$ cat config.mk
export PLATFORM = sky130hd
export DESIGN_NAME = cmss_core_regs
export DESIGN_NICKNAME = d
export VERILOG_FILES = /design/src/cmss_pkg.sv /design/src/cmss_lane.sv /design/src/cmss_core_regs.sv
export SDC_FILE = /design/constraint.sdc
export NUM_CORES = 1
export LEC_CHECK = 0
export ABC_AREA = 0
export BUFFER_PORTS_ARGS = -buffer_cell sky130_fd_sc_hd__clkbuf_2
export CAP_MARGIN = 20
export CELL_PAD_IN_SITES_DETAIL_PLACEMENT = 2
export CELL_PAD_IN_SITES_GLOBAL_PLACEMENT = 2
export CORE_MARGIN = 5
export CORE_UTILIZATION = 25
export CTS_CLUSTER_DIAMETER = 30
export CTS_CLUSTER_SIZE = 8
export DETAILED_ROUTE_END_ITERATION = 8
export GPL_ROUTABILITY_DRIVEN = 0
export PLACE_DENSITY = 0.83
export SKIP_LAST_GASP = 1
export SLEW_MARGIN = 5
export SYNTH_ARGS = -nofsm -noshare
export SYNTH_HDL_FRONTEND = slang
export SYNTH_SLANG_ARGS = --single-unit
$ cat constraint.sdc
create_clock -name clk -period 2 [get_ports clk]
set_input_delay 0 -clock clk [delete_from_list [all_inputs] [get_ports clk]]
set_output_delay 0 -clock clk [all_outputs]
set_load 0.05 [all_outputs]
$ cat src/cmss_pkg.sv
package cmss_pkg;
  localparam int          CMSS_XLEN        = 32;
  localparam logic [31:0] CMSS_MASK_RESET  = 32'h0000_0000;
  localparam logic [31:0] CMSS_CTRL_RESET  = 32'h0000_0000;
  localparam int          CMSS_MASK_BIT    = 0;
  localparam int          CMSS_SPSEL_BIT   = 1;
  localparam logic [31:0] CMSS_SP_VEC_ADDR = 32'h0000_0000;
  localparam logic [31:0] CMSS_PRIV_BASE   = 32'hE000_0000;
  localparam logic [31:0] CMSS_PRIV_LAST   = 32'hE00F_FFFF;
  localparam logic [31:0] CMSS_CORE_LAST   = 32'hE00F_FFFF;
  localparam logic [1:0]  CMSS_SZ_BYTE     = 2'h0;
  localparam logic [1:0]  CMSS_SZ_HALF     = 2'h1;
  localparam logic [1:0]  CMSS_SZ_WORD     = 2'h2;

  typedef enum logic [1:0] {
    CMSS_SEL_MASK = 2'h0,
    CMSS_SEL_CTRL = 2'h1,
    CMSS_SEL_NONE = 2'h2
  } cmss_sel_e;

  typedef enum logic [1:0] {
    CMSS_ST_LOADSP = 2'h0,
    CMSS_ST_THREAD = 2'h1,
    CMSS_ST_HANDLR = 2'h3
  } cmss_state_e;

  typedef struct packed {
    logic        valid;
    logic [31:0] addr;
    logic [1:0]  size;
    logic [31:0] wdata;
  } cmss_mem_s;
endpackage

$ cat src/cmss_lane.sv
`timescale 1ns/1ps
`default_nettype none
// little-endian lane steering for one store or one load
module cmss_lane
  import cmss_pkg::*;
(
  // request
  input  wire logic [1:0]  addrLow,
  input  wire logic [1:0]  size,
  input  wire logic [31:0] storeData,
  input  wire logic [31:0] busRead,
  // steered
  output logic      [31:0] busWrite,
  output logic      [3:0]  byteEn,
  output logic      [31:0] loadData,
  output logic             misaligned
);
  logic [4:0] shamt;

  always_comb begin
    shamt      = {addrLow, 3'h0};
    busWrite   = storeData << shamt;
    byteEn     = 4'h0;
    loadData   = 32'h0000_0000;
    misaligned = 1'b0;
    case (size)
      CMSS_SZ_BYTE: begin
        byteEn   = 4'h1 << addrLow;
        loadData = {24'h00_0000, 8'(busRead >> shamt)};
      end
      CMSS_SZ_HALF: begin
        byteEn     = 4'h3 << addrLow;
        misaligned = addrLow[0];
        loadData   = {16'h0000, 16'(busRead >> shamt)};
      end
      CMSS_SZ_WORD: begin
        byteEn     = 4'hF;
        misaligned = |addrLow;
        loadData   = busRead;
      end
      default: misaligned = 1'b1;
    endcase
  end
endmodule
`default_nettype wire

$ cat src/cmss_core_regs.sv
`timescale 1ns/1ps
`default_nettype none
module cmss_core_regs
  import cmss_pkg::*;
#(
  parameter int XLEN = CMSS_XLEN
)(
  // clock and reset
  input  wire logic            clk,
  input  wire logic            nrst,
  // special register moves
  input  wire logic            srWrite,
  input  wire logic            srRead,
  input  wire cmss_sel_e       srSel,
  input  wire logic [XLEN-1:0] srWdata,
  input  wire logic            chgStateValid,
  input  wire logic            chgStateSetMask,
  // exception sequencing
  input  wire logic            excReq,
  input  wire logic            excCfgPrio,
  input  wire logic            excReturn,
  input  wire logic            retToThread,
  input  wire logic            retUseProcess,
  // data memory request
  input  wire cmss_mem_s       memReq,
  input  wire logic [XLEN-1:0] memRdata,
  // reset-time stack load
  input  wire logic            vecValid,
  input  wire logic [XLEN-1:0] vecData,
  // outputs
  output logic      [XLEN-1:0] srRdata,
  output logic                 excTake,
  output logic                 handlerMode,
  output logic                 useProcessSp,
  output logic      [XLEN-1:0] mainSpInit,
  output logic                 mainSpLoaded,
  output logic      [XLEN-1:0] vecAddr,
  output logic                 busValid,
  output logic      [XLEN-1:0] busAddr,
  output logic      [XLEN-1:0] busWdata,
  output logic      [3:0]      busBe,
  output logic      [XLEN-1:0] loadData,
  output logic                 accessFault
);
  cmss_state_e     state_reg, state_next;
  logic            mask_reg, mask_next;
  logic            spsel_reg, spsel_next;
  logic [XLEN-1:0] rd_reg, rd_next;
  logic            take_reg, take_next;
  logic [XLEN-1:0] mainSp_reg, mainSp_next;
  logic            mainSpOk_reg, mainSpOk_next;
  logic            hand_reg, hand_next;
  logic            useProc_reg, useProc_next;
  logic            bv_reg, bv_next;
  logic [XLEN-1:0] ba_reg, ba_next;
  logic [XLEN-1:0] bw_reg, bw_next;
  logic [3:0]      be_reg, be_next;
  logic [XLEN-1:0] ld_reg, ld_next;
  logic            flt_reg, flt_next;
  logic [XLEN-1:0] laneW, laneL;
  logic [3:0]      laneBe;
  logic            laneMis;
  logic            inPriv;

  cmss_lane u_lane (
    .addrLow   (memReq.addr[1:0]),
    .size      (memReq.size),
    .storeData (memReq.wdata),
    .busRead   (memRdata),
    .busWrite  (laneW),
    .byteEn    (laneBe),
    .loadData  (laneL),
    .misaligned(laneMis)
  );

  // private region only takes whole words; address map is fixed
  assign inPriv = (memReq.addr >= CMSS_PRIV_BASE) &&
                  (memReq.addr <= CMSS_PRIV_LAST);

  always_comb begin
    state_next  = state_reg;
    mask_next   = mask_reg;
    spsel_next  = spsel_reg;
    rd_next       = rd_reg;
    take_next     = 1'b0;
    mainSp_next   = mainSp_reg;
    mainSpOk_next = mainSpOk_reg;
    case (state_reg)
      CMSS_ST_LOADSP: begin
        // reset is handled outside Handler mode: stack load, then Thread
        if (vecValid) begin
          mainSp_next   = vecData;
          mainSpOk_next = 1'b1;
          state_next = CMSS_ST_THREAD;
        end
      end
      CMSS_ST_THREAD: begin
        if (srWrite && srSel == CMSS_SEL_CTRL)
          spsel_next = srWdata[CMSS_SPSEL_BIT];
        if (excReq && !(excCfgPrio && mask_reg)) begin
          take_next   = 1'b1;
          spsel_next  = 1'b0;
          state_next  = CMSS_ST_HANDLR;
        end
      end
      CMSS_ST_HANDLR: begin
        // software writes to the stack bit are dropped here
        if (excReq && !(excCfgPrio && mask_reg))
          take_next = 1'b1;
        if (excReturn && retToThread) begin
          spsel_next = retUseProcess;
          state_next = CMSS_ST_THREAD;
        end
      end
      default: state_next = CMSS_ST_LOADSP;
    endcase
    if (srWrite && srSel == CMSS_SEL_MASK)
      mask_next = srWdata[CMSS_MASK_BIT];
    if (chgStateValid)
      mask_next = chgStateSetMask;
    if (srRead) begin
      case (srSel)
        CMSS_SEL_MASK: rd_next = {{(XLEN-1){1'b0}}, mask_reg};
        CMSS_SEL_CTRL: rd_next = {{(XLEN-2){1'b0}},
                          spsel_reg && state_reg != CMSS_ST_HANDLR,
                          1'b0};
        default:       rd_next = '0;
      endcase
    end
    // mode outputs registered from the next state so they leave a flop
    hand_next    = (state_next == CMSS_ST_HANDLR);
    useProc_next = spsel_next && (state_next == CMSS_ST_THREAD);
  end

  always_comb begin
    bv_next  = 1'b0;
    ba_next  = ba_reg;
    bw_next  = bw_reg;
    be_next  = be_reg;
    ld_next  = laneL;
    flt_next = 1'b0;
    if (memReq.valid) begin
      if (laneMis || (inPriv && memReq.size != CMSS_SZ_WORD)) begin
        flt_next = 1'b1;
      end else begin
        bv_next = 1'b1;
        ba_next = memReq.addr;
        bw_next = laneW;
        be_next = laneBe;
      end
    end
  end

  always_ff @(posedge clk) begin
    if (!nrst) begin
      state_reg  <= CMSS_ST_LOADSP;
      mask_reg   <= CMSS_MASK_RESET[CMSS_MASK_BIT];
      spsel_reg  <= CMSS_CTRL_RESET[CMSS_SPSEL_BIT];
      rd_reg       <= '0;
      take_reg     <= 1'b0;
      mainSp_reg   <= '0;
      mainSpOk_reg <= 1'b0;
      hand_reg     <= 1'b0;
      useProc_reg  <= 1'b0;
      bv_reg     <= 1'b0;
      ba_reg     <= '0;
      bw_reg     <= '0;
      be_reg     <= 4'h0;
      ld_reg     <= '0;
      flt_reg    <= 1'b0;
    end else begin
      state_reg  <= state_next;
      mask_reg   <= mask_next;
      spsel_reg  <= spsel_next;
      rd_reg       <= rd_next;
      take_reg     <= take_next;
      mainSp_reg   <= mainSp_next;
      mainSpOk_reg <= mainSpOk_next;
      hand_reg     <= hand_next;
      useProc_reg  <= useProc_next;
      bv_reg     <= bv_next;
      ba_reg     <= ba_next;
      bw_reg     <= bw_next;
      be_reg     <= be_next;
      ld_reg     <= ld_next;
      flt_reg    <= flt_next;
    end
  end

  assign srRdata      = rd_reg;
  assign excTake      = take_reg;
  assign handlerMode  = hand_reg;
  // handler mode forces main stack whatever the bit holds
  assign useProcessSp = useProc_reg;
  assign mainSpInit   = mainSp_reg;
  assign mainSpLoaded = mainSpOk_reg;
  assign vecAddr      = XLEN'(CMSS_SP_VEC_ADDR);
  assign busValid     = bv_reg;
  assign busAddr      = ba_reg;
  assign busWdata     = bw_reg;
  assign busBe        = be_reg;
  assign loadData     = ld_reg;
  assign accessFault  = flt_reg;

  mask_blocks_a: assert property (@(posedge clk) disable iff (!nrst)
    (mask_reg && excReq && excCfgPrio) |=> !excTake)
    else $error("masked exception was taken");
  state_change_a: assert property (@(posedge clk) disable iff (!nrst)
    chgStateValid |=> mask_reg == $past(chgStateSetMask))
    else $error("change-state did not update mask");
  handler_reads_a: assert property (@(posedge clk) disable iff (!nrst)
    (srRead && srSel == CMSS_SEL_CTRL && handlerMode) |=> srRdata == '0)
    else $error("stack bit visible in handler");
  handler_main_a: assert property (@(posedge clk) disable iff (!nrst)
    handlerMode |-> !useProcessSp)
    else $error("process stack used in handler");
  entry_clears_a: assert property (@(posedge clk) disable iff (!nrst)
    ($rose(handlerMode) && excTake) |-> !spsel_reg)
    else $error("entry left stack bit set");
  thread_sel_a: assert property (@(posedge clk) disable iff (!nrst)
    (srWrite && srSel == CMSS_SEL_CTRL && state_reg == CMSS_ST_THREAD
     && !excReq) |=> useProcessSp == $past(srWdata[1]))
    else $error("thread stack select wrong");
  priv_word_a: assert property (@(posedge clk) disable iff (!nrst)
    (memReq.valid && inPriv && memReq.size != CMSS_SZ_WORD) |=> accessFault)
    else $error("narrow private access passed");
  reserved_zero_a: assert property (@(posedge clk) disable iff (!nrst)
    $past(srRead) |-> srRdata[XLEN-1:2] == '0)
    else $error("reserved bits read nonzero");
endmodule
`default_nettype wire

==> results of run 1 <==
[cell families (layout without fill, tap and decap cells)]
family          after synthesis  after routing  share of synthesized area
buf+inv                     134            471                      0.121
mux                          63             63                      0.116
other cells                   1             68                   0.000578
simple gates                266            266                      0.184
compound gates              142            142                      0.134
flops                       144            144                      0.445
[power groups by stage]
stage          combinational (mW)  clock, mW  sequential, mW
6_report                     1.98       3.12            3.10
5_1_grt                      2.09       3.35            3.11
4_1_cts                      1.94       3.21            3.09
3_5_place_dp                 1.73          0            3.16
3_3_place_gp                 1.70          0            3.14
2_1_floorplan               0.820          0            3.64
[path summary, 6_finish.rpt]
kind | depth (start not counted) | from | slack, ns | to
worst max-delay path | 7 | srSel[1] | 0.20 | mask_reg
worst min-delay path | 5 | srSel[0] | 0.05 | srRdata[1]
worst max register to register | 4 | mask_reg | 0.41 | mask_reg
worst min register to register | 2 | busWdata[24] | 0.45 | busWdata[24]
[repair_timing]
item	CTS	global route
endpoints found under the hold margin	118	0
buffers inserted	0	0
hold buffers	118	0
[area by class of cell]
cell class                 count  area, µm²
antenna                        6       15.0
clock buffer                  18        439
clock inverter                14        121
fill                        2877      16000
inverter                      12       45.0
multi-input combinational    533       3050
sequential                   144       2880
tap                          335        419
timing repair buffer         427       2810
[through the flow]
stage          worst slack (ns)  cell area (µm²)   util  hold slack [ns]  std cells
2_1_floorplan             0.716             6710      -            0.122        811
3_3_place_gp              0.470             8020  0.311            0.226       1332
3_5_place_dp              0.410             8020  0.311            0.234       1332
4_1_cts                   0.326             9760  0.379           0.0132       1482
5_1_grt                   0.113             9790  0.380           0.0482       1489
6_report                  0.197             9790  0.380           0.0480       1489
[worst max-delay path, delay by kind of cell]
kind                   cells  cell delay, ns
buffers and inverters      3            1.28
multiplexers               2            0.56
AND/OR/NAND/NOR            2            0.26
[synth_stat cells (3+ instances only)]
master       n  area share
nand2_1    161       0.093
dfxtp_1    144        0.44
buf_4       64       0.074
a21oi_1     56       0.043
clkbuf_1    39       0.023
mux2i_1     38       0.059
nor2_1      34       0.020
o21ai_1     30       0.023
nand4_1     29       0.028
and2_1      17       0.016
a22oi_1     16       0.019
buf_2       14       0.011
mux2_1      14       0.024
a211oi_1    10       0.012
inv_1       10      0.0058
o2bb2ai_1    9       0.012
mux4_2       8       0.028
o22a_1       8       0.011
nand3_1      5      0.0039
and3_1       4      0.0039
nor2b_1      4      0.0039
o21ai_0      4      0.0031
buf_6        3      0.0052
mux2_2       3      0.0052
nor3_1       3      0.0023
o21a_1       3      0.0035
[routing by layer]
layer	vias to the layer above	share of wire
met1	3445	0.37
met5	-	0.00040
met2	275	0.53
li1	3219	-
met3	75	0.055
met4	2	0.044
==> impl_metrics.json, run 1 <==
{
  "syn-instance-count": 750,
  "die_y_um": 171,
  "finalNetCount": 1312,
  "htreeDepth": 4,
  "endpoint_kind": "flop",
  "core_mm2": 0.0258,
  "area_growth_pct": 51.0,
  "hpwl_um": 20500,
  "ys_ff_latch": 144,
  "cts.repair.resized": 0,
  "die_area_mm2": 0.0292,
  "wl_per_cell_um": 21.9,
  "finalPower_mw": 8.20,
  "drv_cap": 0,
  "gr-usage-met2": 0.392,
  "rsz0062_at_grt": "false",
  "fin_setup_tns_ns": 0,
  "setup_viol": 0,
  "clk_path_buf_depth": 2,
  "hold_viol_final": 0,
  "first_pass_iters": 4,
  "crit_type": "in -> reg",
  "die-width_um": 171,
  "grt_pass1_vias": 8065,
  "clock-sinks": 144,
  "cp_common_cell": "dlygate4sd3_1",
  "worstPathArrival_ns": 2.11,
  "async_reset_ff_frac": 0,
  "postRouteAntennaNets": 0,
  "ir_worst_vdd_mv": 0.483,
  "grt_max_degree": 104,
  "initial_core_util": 0.252,
  "ios": 379,
  "internal_power_mw": 5.26,
  "hold_path.class": "in -> reg",
  "switching_power_mw": 2.94,
  "grtUsageTotal": 0.215,
  "cts_inserted_buffers": 17,
  "cts_tree": "built",
  "route.vias.total": 7016,
  "final_common_cell": "clkbuf_2",
  "timing.final.crit_share": 0.902,
  "synth_edf_count": 0,
  "max_freq_mhz": 555,
  "p_clk_frac": 0.381,
  "gr-total-overflow": 0,
  "slowest_delay_ns": 0.59,
  "gr-usage-met1": 0.233,
  "ys_seq_area_frac": 0.445,
  "top_usage_layer": "met2",
  "syn-mean-instance-area_um2": 8.64,
  "maxSlewHeadroom": 0.283,
  "root_buffer": "clkbuf_16",
  "combPwrFrac": 0.241,
  "critPathMaxFanout": 4,
  "ys.flop_type": "dfxtp_1",
  "route.detailed.drc": 0,
  "drt_iter0_markers": 296,
  "period_needed_ns": 1.80,
  "startpoint_type": "primary input",
  "grt_pass1_wl_um": 48200,
  "slowest_stage": "dlygate4sd3_1",
  "wirelength_um": 32500,
  "tightest_slew_ns": 1.08,
  "p_sw_frac": 0.359,
  "clkLatencyLatePin_ns": 0.41,
  "p_per_area_mw_per_mm2": 838,
  "synth_area_mm2": 0.00648,
  "seqPwrFrac": 0.378,
  "cts.clk_slew.worst_paths_ns": 0.07,
  "required_ns": 2.30,
  "finClkSkew_ns": 0.00645,
  "rows": 59,
  "yosysWarnings": 0,
  "antenna_found_initial": 7,
  "port_buffers": 286,
  "crit_chain": "dlygate4sd3_1 -> clkbuf_2 -> nor3b_1 -> mux2_1 -> mux2i_1 -> dlygate4sd3_1 -> nor2_1",
  "leakagePower_nw": 4.45,
  "final_cell_mix": "clkbuf_2 (285), nand2_1 (161), dfxtp_1 (144)",
  "drive_gt1_frac": 0.314,
  "grt_use_met3": 0.0469,
  "report.final.slew_viol_count": 0,
  "ys_types": 42,
  "status": "finished clean",
  "vias_per_cell": 4.71
}
Note: power is estimated with default switching activity, not from simulation.
==> run 2: changes to the inputs <==
Settings changed: ABC_AREA 0 to 1, CORE_UTILIZATION 25 to 24, PLACE_DENSITY 0.83 to 0.85.
==> run 2 against run 1 <==
Critical path depth grew 3. Synthesized area grew 5.8%. Wire length grew 11%. Synthesized cell count grew 38%. Design area grew 6.8%. Critical path type unchanged. Highest routed layer unchanged.
==> impl_metrics.json, run 2 <==
{
  "synth_top_area_frac": 0.420,
  "die-width_um": 179,
  "seqPwrFrac": 0.340,
  "final_util": 0.367,
  "rows": 62,
  "cts.clk_slew.worst_paths_ns": 0.07,
  "clk_path_buf_depth": 2,
  "clkLatencyLatePin_ns": 0.42,
  "drive_gt1_frac": 0.253,
  "p_per_area_mw_per_mm2": 893,
  "yosysWarnings": 0,
  "synth_edf_count": 0,
  "cts_inserted_buffers": 17,
  "grt_pass1_wl_um": 53000,
  "required_ns": 2.36,
  "die_y_um": 179,
  "p_sw_frac": 0.369,
  "finalPower_mw": 9.34,
  "status": "finished clean",
  "worstPathArrival_ns": 2.25,
  "route.vias.total": 8163,
  "startpoint_type": "primary input",
  "internal_power_mw": 5.89,
  "rsz0062_at_grt": "false",
  "switching_power_mw": 3.44,
  "timing.final.crit_share": 0.947,
  "ios": 379,
  "ys_ff_latch": 144,
  "root_buffer": "clkbuf_16",
  "finClkSkew_ns": 0.00664,
  "tightest_slew_ns": 0.671,
  "synth_largest_area_cell": "dfxtp_1",
  "vias_per_cell": 4.46,
  "async_reset_ff_frac": 0,
  "fin_ws_ns": 0.107,
  "grt_pass1_vias": 9242,
  "antenna_found_initial": 2,
  "synth.most_common_cell": "nand2_1",
  "wl_per_cell_um": 19.7,
  "syn-instance-count": 1033,
  "drv_cap": 0,
  "synth_common_cells": "nand2_1 (261), nor2_1 (211), dfxtp_1 (144), inv_1 (112), buf_4 (67)",
  "core_mm2": 0.0285,
  "leakagePower_nw": 5.53,
  "synth_area_leaders": "dfxtp_1 (42%), nand2_1 (14%), nor2_1 (12%)",
  "cts_tree": "built",
  "cts_setup_buffers": 0,
  "hold_path.class": "in -> reg",
  "postRouteAntennaNets": 0,
  "dp_cells": 1668,
  "period_needed_ns": 1.89,
  "initial_core_util": 0.241,
  "final_cell_mix": "clkbuf_2 (285), nand2_1 (261), nor2_1 (211)",
  "fin_setup_tns_ns": 0,
  "clock-sinks": 144,
  "port_buffers": 286,
  "drt_iter0_markers": 234,
  "area_growth_pct": 52.4,
  "final_common_cell": "clkbuf_2",
  "p_clk_frac": 0.397,
  "critPathMaxFanout": 20,
  "combPwrFrac": 0.263,
  "gr-total-overflow": 0,
  "ys_types": 30,
  "synth_area_mm2": 0.00686,
  "endpoint_kind": "flop",
  "crit_type": "in -> reg",
  "first_pass_iters": 4,
  "syn-mean-instance-area_um2": 6.64,
  "grtUsageTotal": 0.215,
  "hold_viol_final": 0,
  "max_freq_mhz": 528,
  "ys_seq_area_frac": 0.420,
  "hpwl_um": 21500,
  "ys.flop_type": "dfxtp_1",
  "ir_worst_vdd_mv": 0.427,
  "route.detailed.drc": 0,
  "report.final.slew_viol_count": 0,
  "die_area_mm2": 0.0321,
  "maxSlewHeadroom": 0.552,
  "htreeDepth": 4,
  "final_cell_count_no_fill": 1831,
  "finalNetCount": 1610,
  "grt_max_degree": 105,
  "place_ws_ns": 0.191,
  "setup_viol": 0,
  "wirelength_um": 36100
}
## run 2: final timing paths
kind	slack (ns)	end	from	cells past startpoint
worst min register to register	0.48	busAddr[31]	busAddr[31]	2
worst max-delay path	0.11	loadData[2]	memReq[32]	10
worst min-delay path	0.005	busWdata[27]	memReq[27]	5
worst max register to register	0.12	useProcessSp	mask_reg	7
## run 2: power groups by stage
stage	clock, mW	combinational, mW	sequential, mW
2_1_floorplan	0	0.966	3.87
3_3_place_gp	0	2.10	3.21
3_5_place_dp	0	2.15	3.23
4_1_cts	3.80	2.37	3.16
5_1_grt	3.95	2.62	3.20
6_report	3.71	2.45	3.18
## run 2: stage by stage
stage               area [µm²]  hold WS, ns
finish                   10500      0.00536
global route             10500       0.0302
CTS                      10400      0.00359
detailed placement        8460        0.224
global placement          8460        0.216
floorplan                 7090       0.0943
## run 2: layout make-up
cell class / instances / area, µm²
multi-input cells: 706 / 2990
fillers: 3419 / 18000
inverters: 128 / 480
well taps: 384 / 480
repair buffers: 436 / 2950
flip-flops and latches: 144 / 2880
diodes: 1 / 2.50
clock buffers: 17 / 425
clock inverters: 15 / 239
## run 2: worst max-delay path: stages
cell           delay [ns]
dlygate4sd3_1        0.55
clkbuf_2             0.13
inv_2                0.07
nand2_1              0.11
buf_4                0.24
o21ai_2              0.09
buf_6                0.19
nand2_1              0.08
a21oi_1              0.18
dlygate4sd3_1        0.60
## run 2: cells by family after synthesis
logic type             count (synthesis)  synth area share
buffers and inverters                245             0.181
AOI/OAI and AO/OA                     99            0.0779
DFF                                  144             0.420
other                                  1          0.000547
and+or+nand+nor                      544             0.321
## run 2: metal layers
layer / track usage / wire (µm) / vias to the layer above
li1: - / - / 3827
met1: 0.224 / 13400 / 3989
met2: 0.416 / 19500 / 297
met3: 0.0593 / 2340 / 48
met4: 0.0598 / 846 / 2
met5: 0 / 7 / -
## run 2: timing repair
action	CTS	global route
gates resized for setup	0	2
hold buffers	128	0
setup endpoints to repair	0	10
endpoints found under the hold margin	114	0
==> run 3: changes to the inputs <==
Settings changed: ABC_CLOCK_PERIOD_IN_PS from default to 2000, BUFFER_PORTS_ARGS -buffer_cell sky130_fd_sc_hd__clkbuf_2 to default, CORE_UTILIZATION 24 to 33, DONT_BUFFER_PORTS from default to 1, PLACE_DENSITY 0.85 to 0.82, SYNTH_HIERARCHICAL from default to 1.
==> run 3 against run 2 <==
Clock power down 8.4%. Sequential power up 21%. Fmax down 0.45%. Synthesized cell count is 22% higher. Wire length is 10% higher. Worst setup slack worse by 0.0086 ns. Register-to-register slack worse by 0.02 ns. Power is 3.3% lower. Hold slack improved by 0.019 ns. Design area down 3.5%.
==> impl_metrics.json, run 3 <==
{
  "synth_largest_area_cell": "dfxtp_1",
  "startpoint_type": "flop",
  "hold_path.class": "in -> reg",
  "tightest_slew_ns": 0.846,
  "synth_compound_area_frac": 0.0440,
  "ff2ff_setup_slack_ns": 0.1,
  "final_cell_count_no_fill": 1731,
  "slowest_stage": "dlygate4sd3_1",
  "max_freq_mhz": 526,
  "fin_setup_tns_ns": 0,
  "whs_path_depth": 4,
  "root_buffer": "clkbuf_16",
  "maxSlewHeadroom": 0.436,
  "finalInstanceArea_mm2": 0.0101,
  "gr-total-overflow": 0,
  "fillers": 2904,
  "synth.most_common_cell": "nand2_1",
  "syn-mean-instance-area_um2": 6.21,
  "crit_type": "reg -> reg",
  "regToRegStartpoint": "state_reg[0]",
  "hold_viol_final": 0,
  "setup_viol": 0,
  "report.final.slew_viol_count": 0,
  "period_needed_ns": 1.90,
  "crit_start": "state_reg[0]",
  "finClkSkew_ns": 0.0125,
  "min_from": "memReq[33]",
  "first_pass_iters": 5,
  "r2r-end": "mainSpInit[21]",
  "core_mm2": 0.0234,
  "synth_common_cells": "nand2_1 (352), inv_1 (271), nor2_1 (175), dfxtp_1 (144), nand4_1 (70)",
  "dp_cells": 1534,
  "port_buffers": 0,
  "area_growth_pct": 29.1,
  "status": "finished clean",
  "cts.clk_slew.worst_paths_ns": 0.09,
  "ys.flop_type": "dfxtp_1",
  "synth-xor-area-share": 0,
  "grt_max_degree": 119,
  "drive_gt1_frac": 0.0589,
  "grt_pass1_wl_um": 59600,
  "seqCellArea_mm2": 0.00288,
  "ios": 379,
  "synth_top_area_frac": 0.369,
  "synthMuxAreaShare": 0,
  "yosysWarnings": 6,
  "p_per_area_mw_per_mm2": 895,
  "synth_area_mm2": 0.00781,
  "grtUsageTotal": 0.290,
  "drv_cap": 0,
  "critPathMaxFanout": 9,
  "grt_pass1_vias": 9842,
  "hold_path_end": "loadData[27]",
  "antenna_found_initial": 3,
  "multi_input_area_mm2": 0.00330,
  "yosys.area_share.simple": 0.347,
  "die_y_um": 164,
  "route.vias.total": 8444,
  "final_common_cell": "nand2_1",
  "slowest_delay_ns": 0.65,
  "leakagePower_nw": 5.37,
  "syn-instance-count": 1258,
  "synthAdderAreaFrac": 0,
  "vias_per_cell": 4.88,
  "synth_area_leaders": "dfxtp_1 (37%), nand2_1 (17%), inv_1 (13%)",
  "ff2ff_path_depth": 6,
  "cts_inserted_buffers": 17,
  "clk_path_buf_depth": 2,
  "endpoint_kind": "flop",
  "crit_chain": "inv_1 -> nand3_1 -> inv_1 -> nor2_1 -> nor2_1 -> dlygate4sd3_1",
  "ys_seq_area_frac": 0.369,
  "clock-sinks": 144,
  "finalNetCount": 1572,
  "clkLatencyLatePin_ns": 0.43,
  "rsz0062_at_grt": "false",
  "ys_types": 30,
  "die_area_mm2": 0.0269,
  "rows": 56,
  "ys_ff_latch": 144,
  "worstPathArrival_ns": 2.25,
  "fin_ws_ns": 0.0979,
  "initial_core_util": 0.334,
  "wl_per_cell_um": 22.9,
  "die-width_um": 164,
  "final_cell_mix": "nand2_1 (352), inv_1 (270), nor2_1 (175)",
  "hpwl_um": 19900,
  "htreeDepth": 4,
  "ir_worst_vdd_mv": 0.422,
  "synth_top_family_by_area": "simple AND/OR/NAND/NOR gates",
  "drt_iter0_markers": 368,
  "dpl_cell_area_mm2": 0.00783,
  "place_ws_ns": 0.513,
  "wirelength_um": 39700,
  "required_ns": 2.35,
  "route.detailed.drc": 0,
  "async_reset_ff_frac": 0,
  "cts_tree": "built",
  "synth_edf_count": 0,
  "timing.final.crit_share": 0.951,
  "postRouteAntennaNets": 0
}
-- run 3: changes by cell type in the layout (fill, tap and decap cells not counted), sizes merged, moves of 16 or more --
| cell | previous run | this run |
|---|---|---|
| inv | 137 | 285 |
| nor3 | 17 | 1 |
| nand2 | 263 | 355 |
| a21oi | 24 | 8 |
| clkbuf | 302 | 17 |
| dlygate4sd3 | 128 | 153 |
| nand4 | 23 | 70 |
| nor2 | 215 | 181 |
-- run 3: area by class of cell --
cell class,count,area share
antenna,4,0.000992
clock buffer,17,0.0422
clock inverter,15,0.0177
inverter,276,0.103
multi-input combinational,769,0.327
sequential,144,0.286
tap,319,0.0396
timing repair buffer,187,0.184
-- run 3: power by group --
part           internal, mW  switching [mW]  leakage, nW
combinational         0.571            1.22         3.89
clock                  1.70            1.70        0.295
sequential             3.07           0.772         1.19
total                  5.34            3.68         5.37
-- run 3: how the worst max path moves through the flow --
stage	slack (ns)	end	depth (start not counted)
2_1_floorplan	0.55	busAddr[23]	10
3_3_place_gp	0.51	busWdata[7]	7
3_5_place_dp	0.51	busWdata[7]	7
4_1_cts	0.03	useProcessSp	6
5_1_grt	0.02	loadData[2]	9
6_report	0.1	mainSpInit[21]	6
-- run 3: kinds of logic (layout without fill, tap and decap cells) --
logic type      count (synthesis)  count (layout)
buf+inv                       406             495
other cells                     1              66
flops                         144             144
simple gates                  644             644
compound gates                 63              63
-- run 3: worst max-delay path, delay by kind of cell, from the launching register on --
kind                   cells  cell delay, ns
buffers and inverters      3            1.10
and+or+nand+nor            3            0.40
DFF                        1            0.33
-- run 3: repair_timing --
| action | CTS | global route |
|---|---|---|
| gates resized for setup | 0 | 5 |
| setup endpoints to repair | 0 | 7 |
| setup buffers | 0 | 4 |
| hold endpoints to repair | 144 | 1 |
| hold buffers | 158 | 1 |
-- run 3: per-stage QoR --
| stage | power (mW) | hold WS (ns) | util |
|---|---|---|---|
| floorplan | 5.02 | 0.0935 | - |
| global placement | 5.09 | 0.0978 | 0.334 |
| detailed placement | 5.15 | 0.0998 | 0.334 |
| CTS | 8.83 | 0.000443 | 0.429 |
| global route | 9.40 | 0.0578 | 0.431 |
| finish | 9.03 | 0.0247 | 0.431 |
-- run 3: routing by layer --
| metal | vias up | track usage | part of all wire |
|---|---|---|---|
| li1 | 3857 | - | - |
| met1 | 4135 | 0.298 | 0.37 |
| met2 | 336 | 0.529 | 0.51 |
| met3 | 116 | 0.0881 | 0.073 |
| met4 | 0 | 0.151 | 0.050 |
| met5 | - | 0 | 0 |
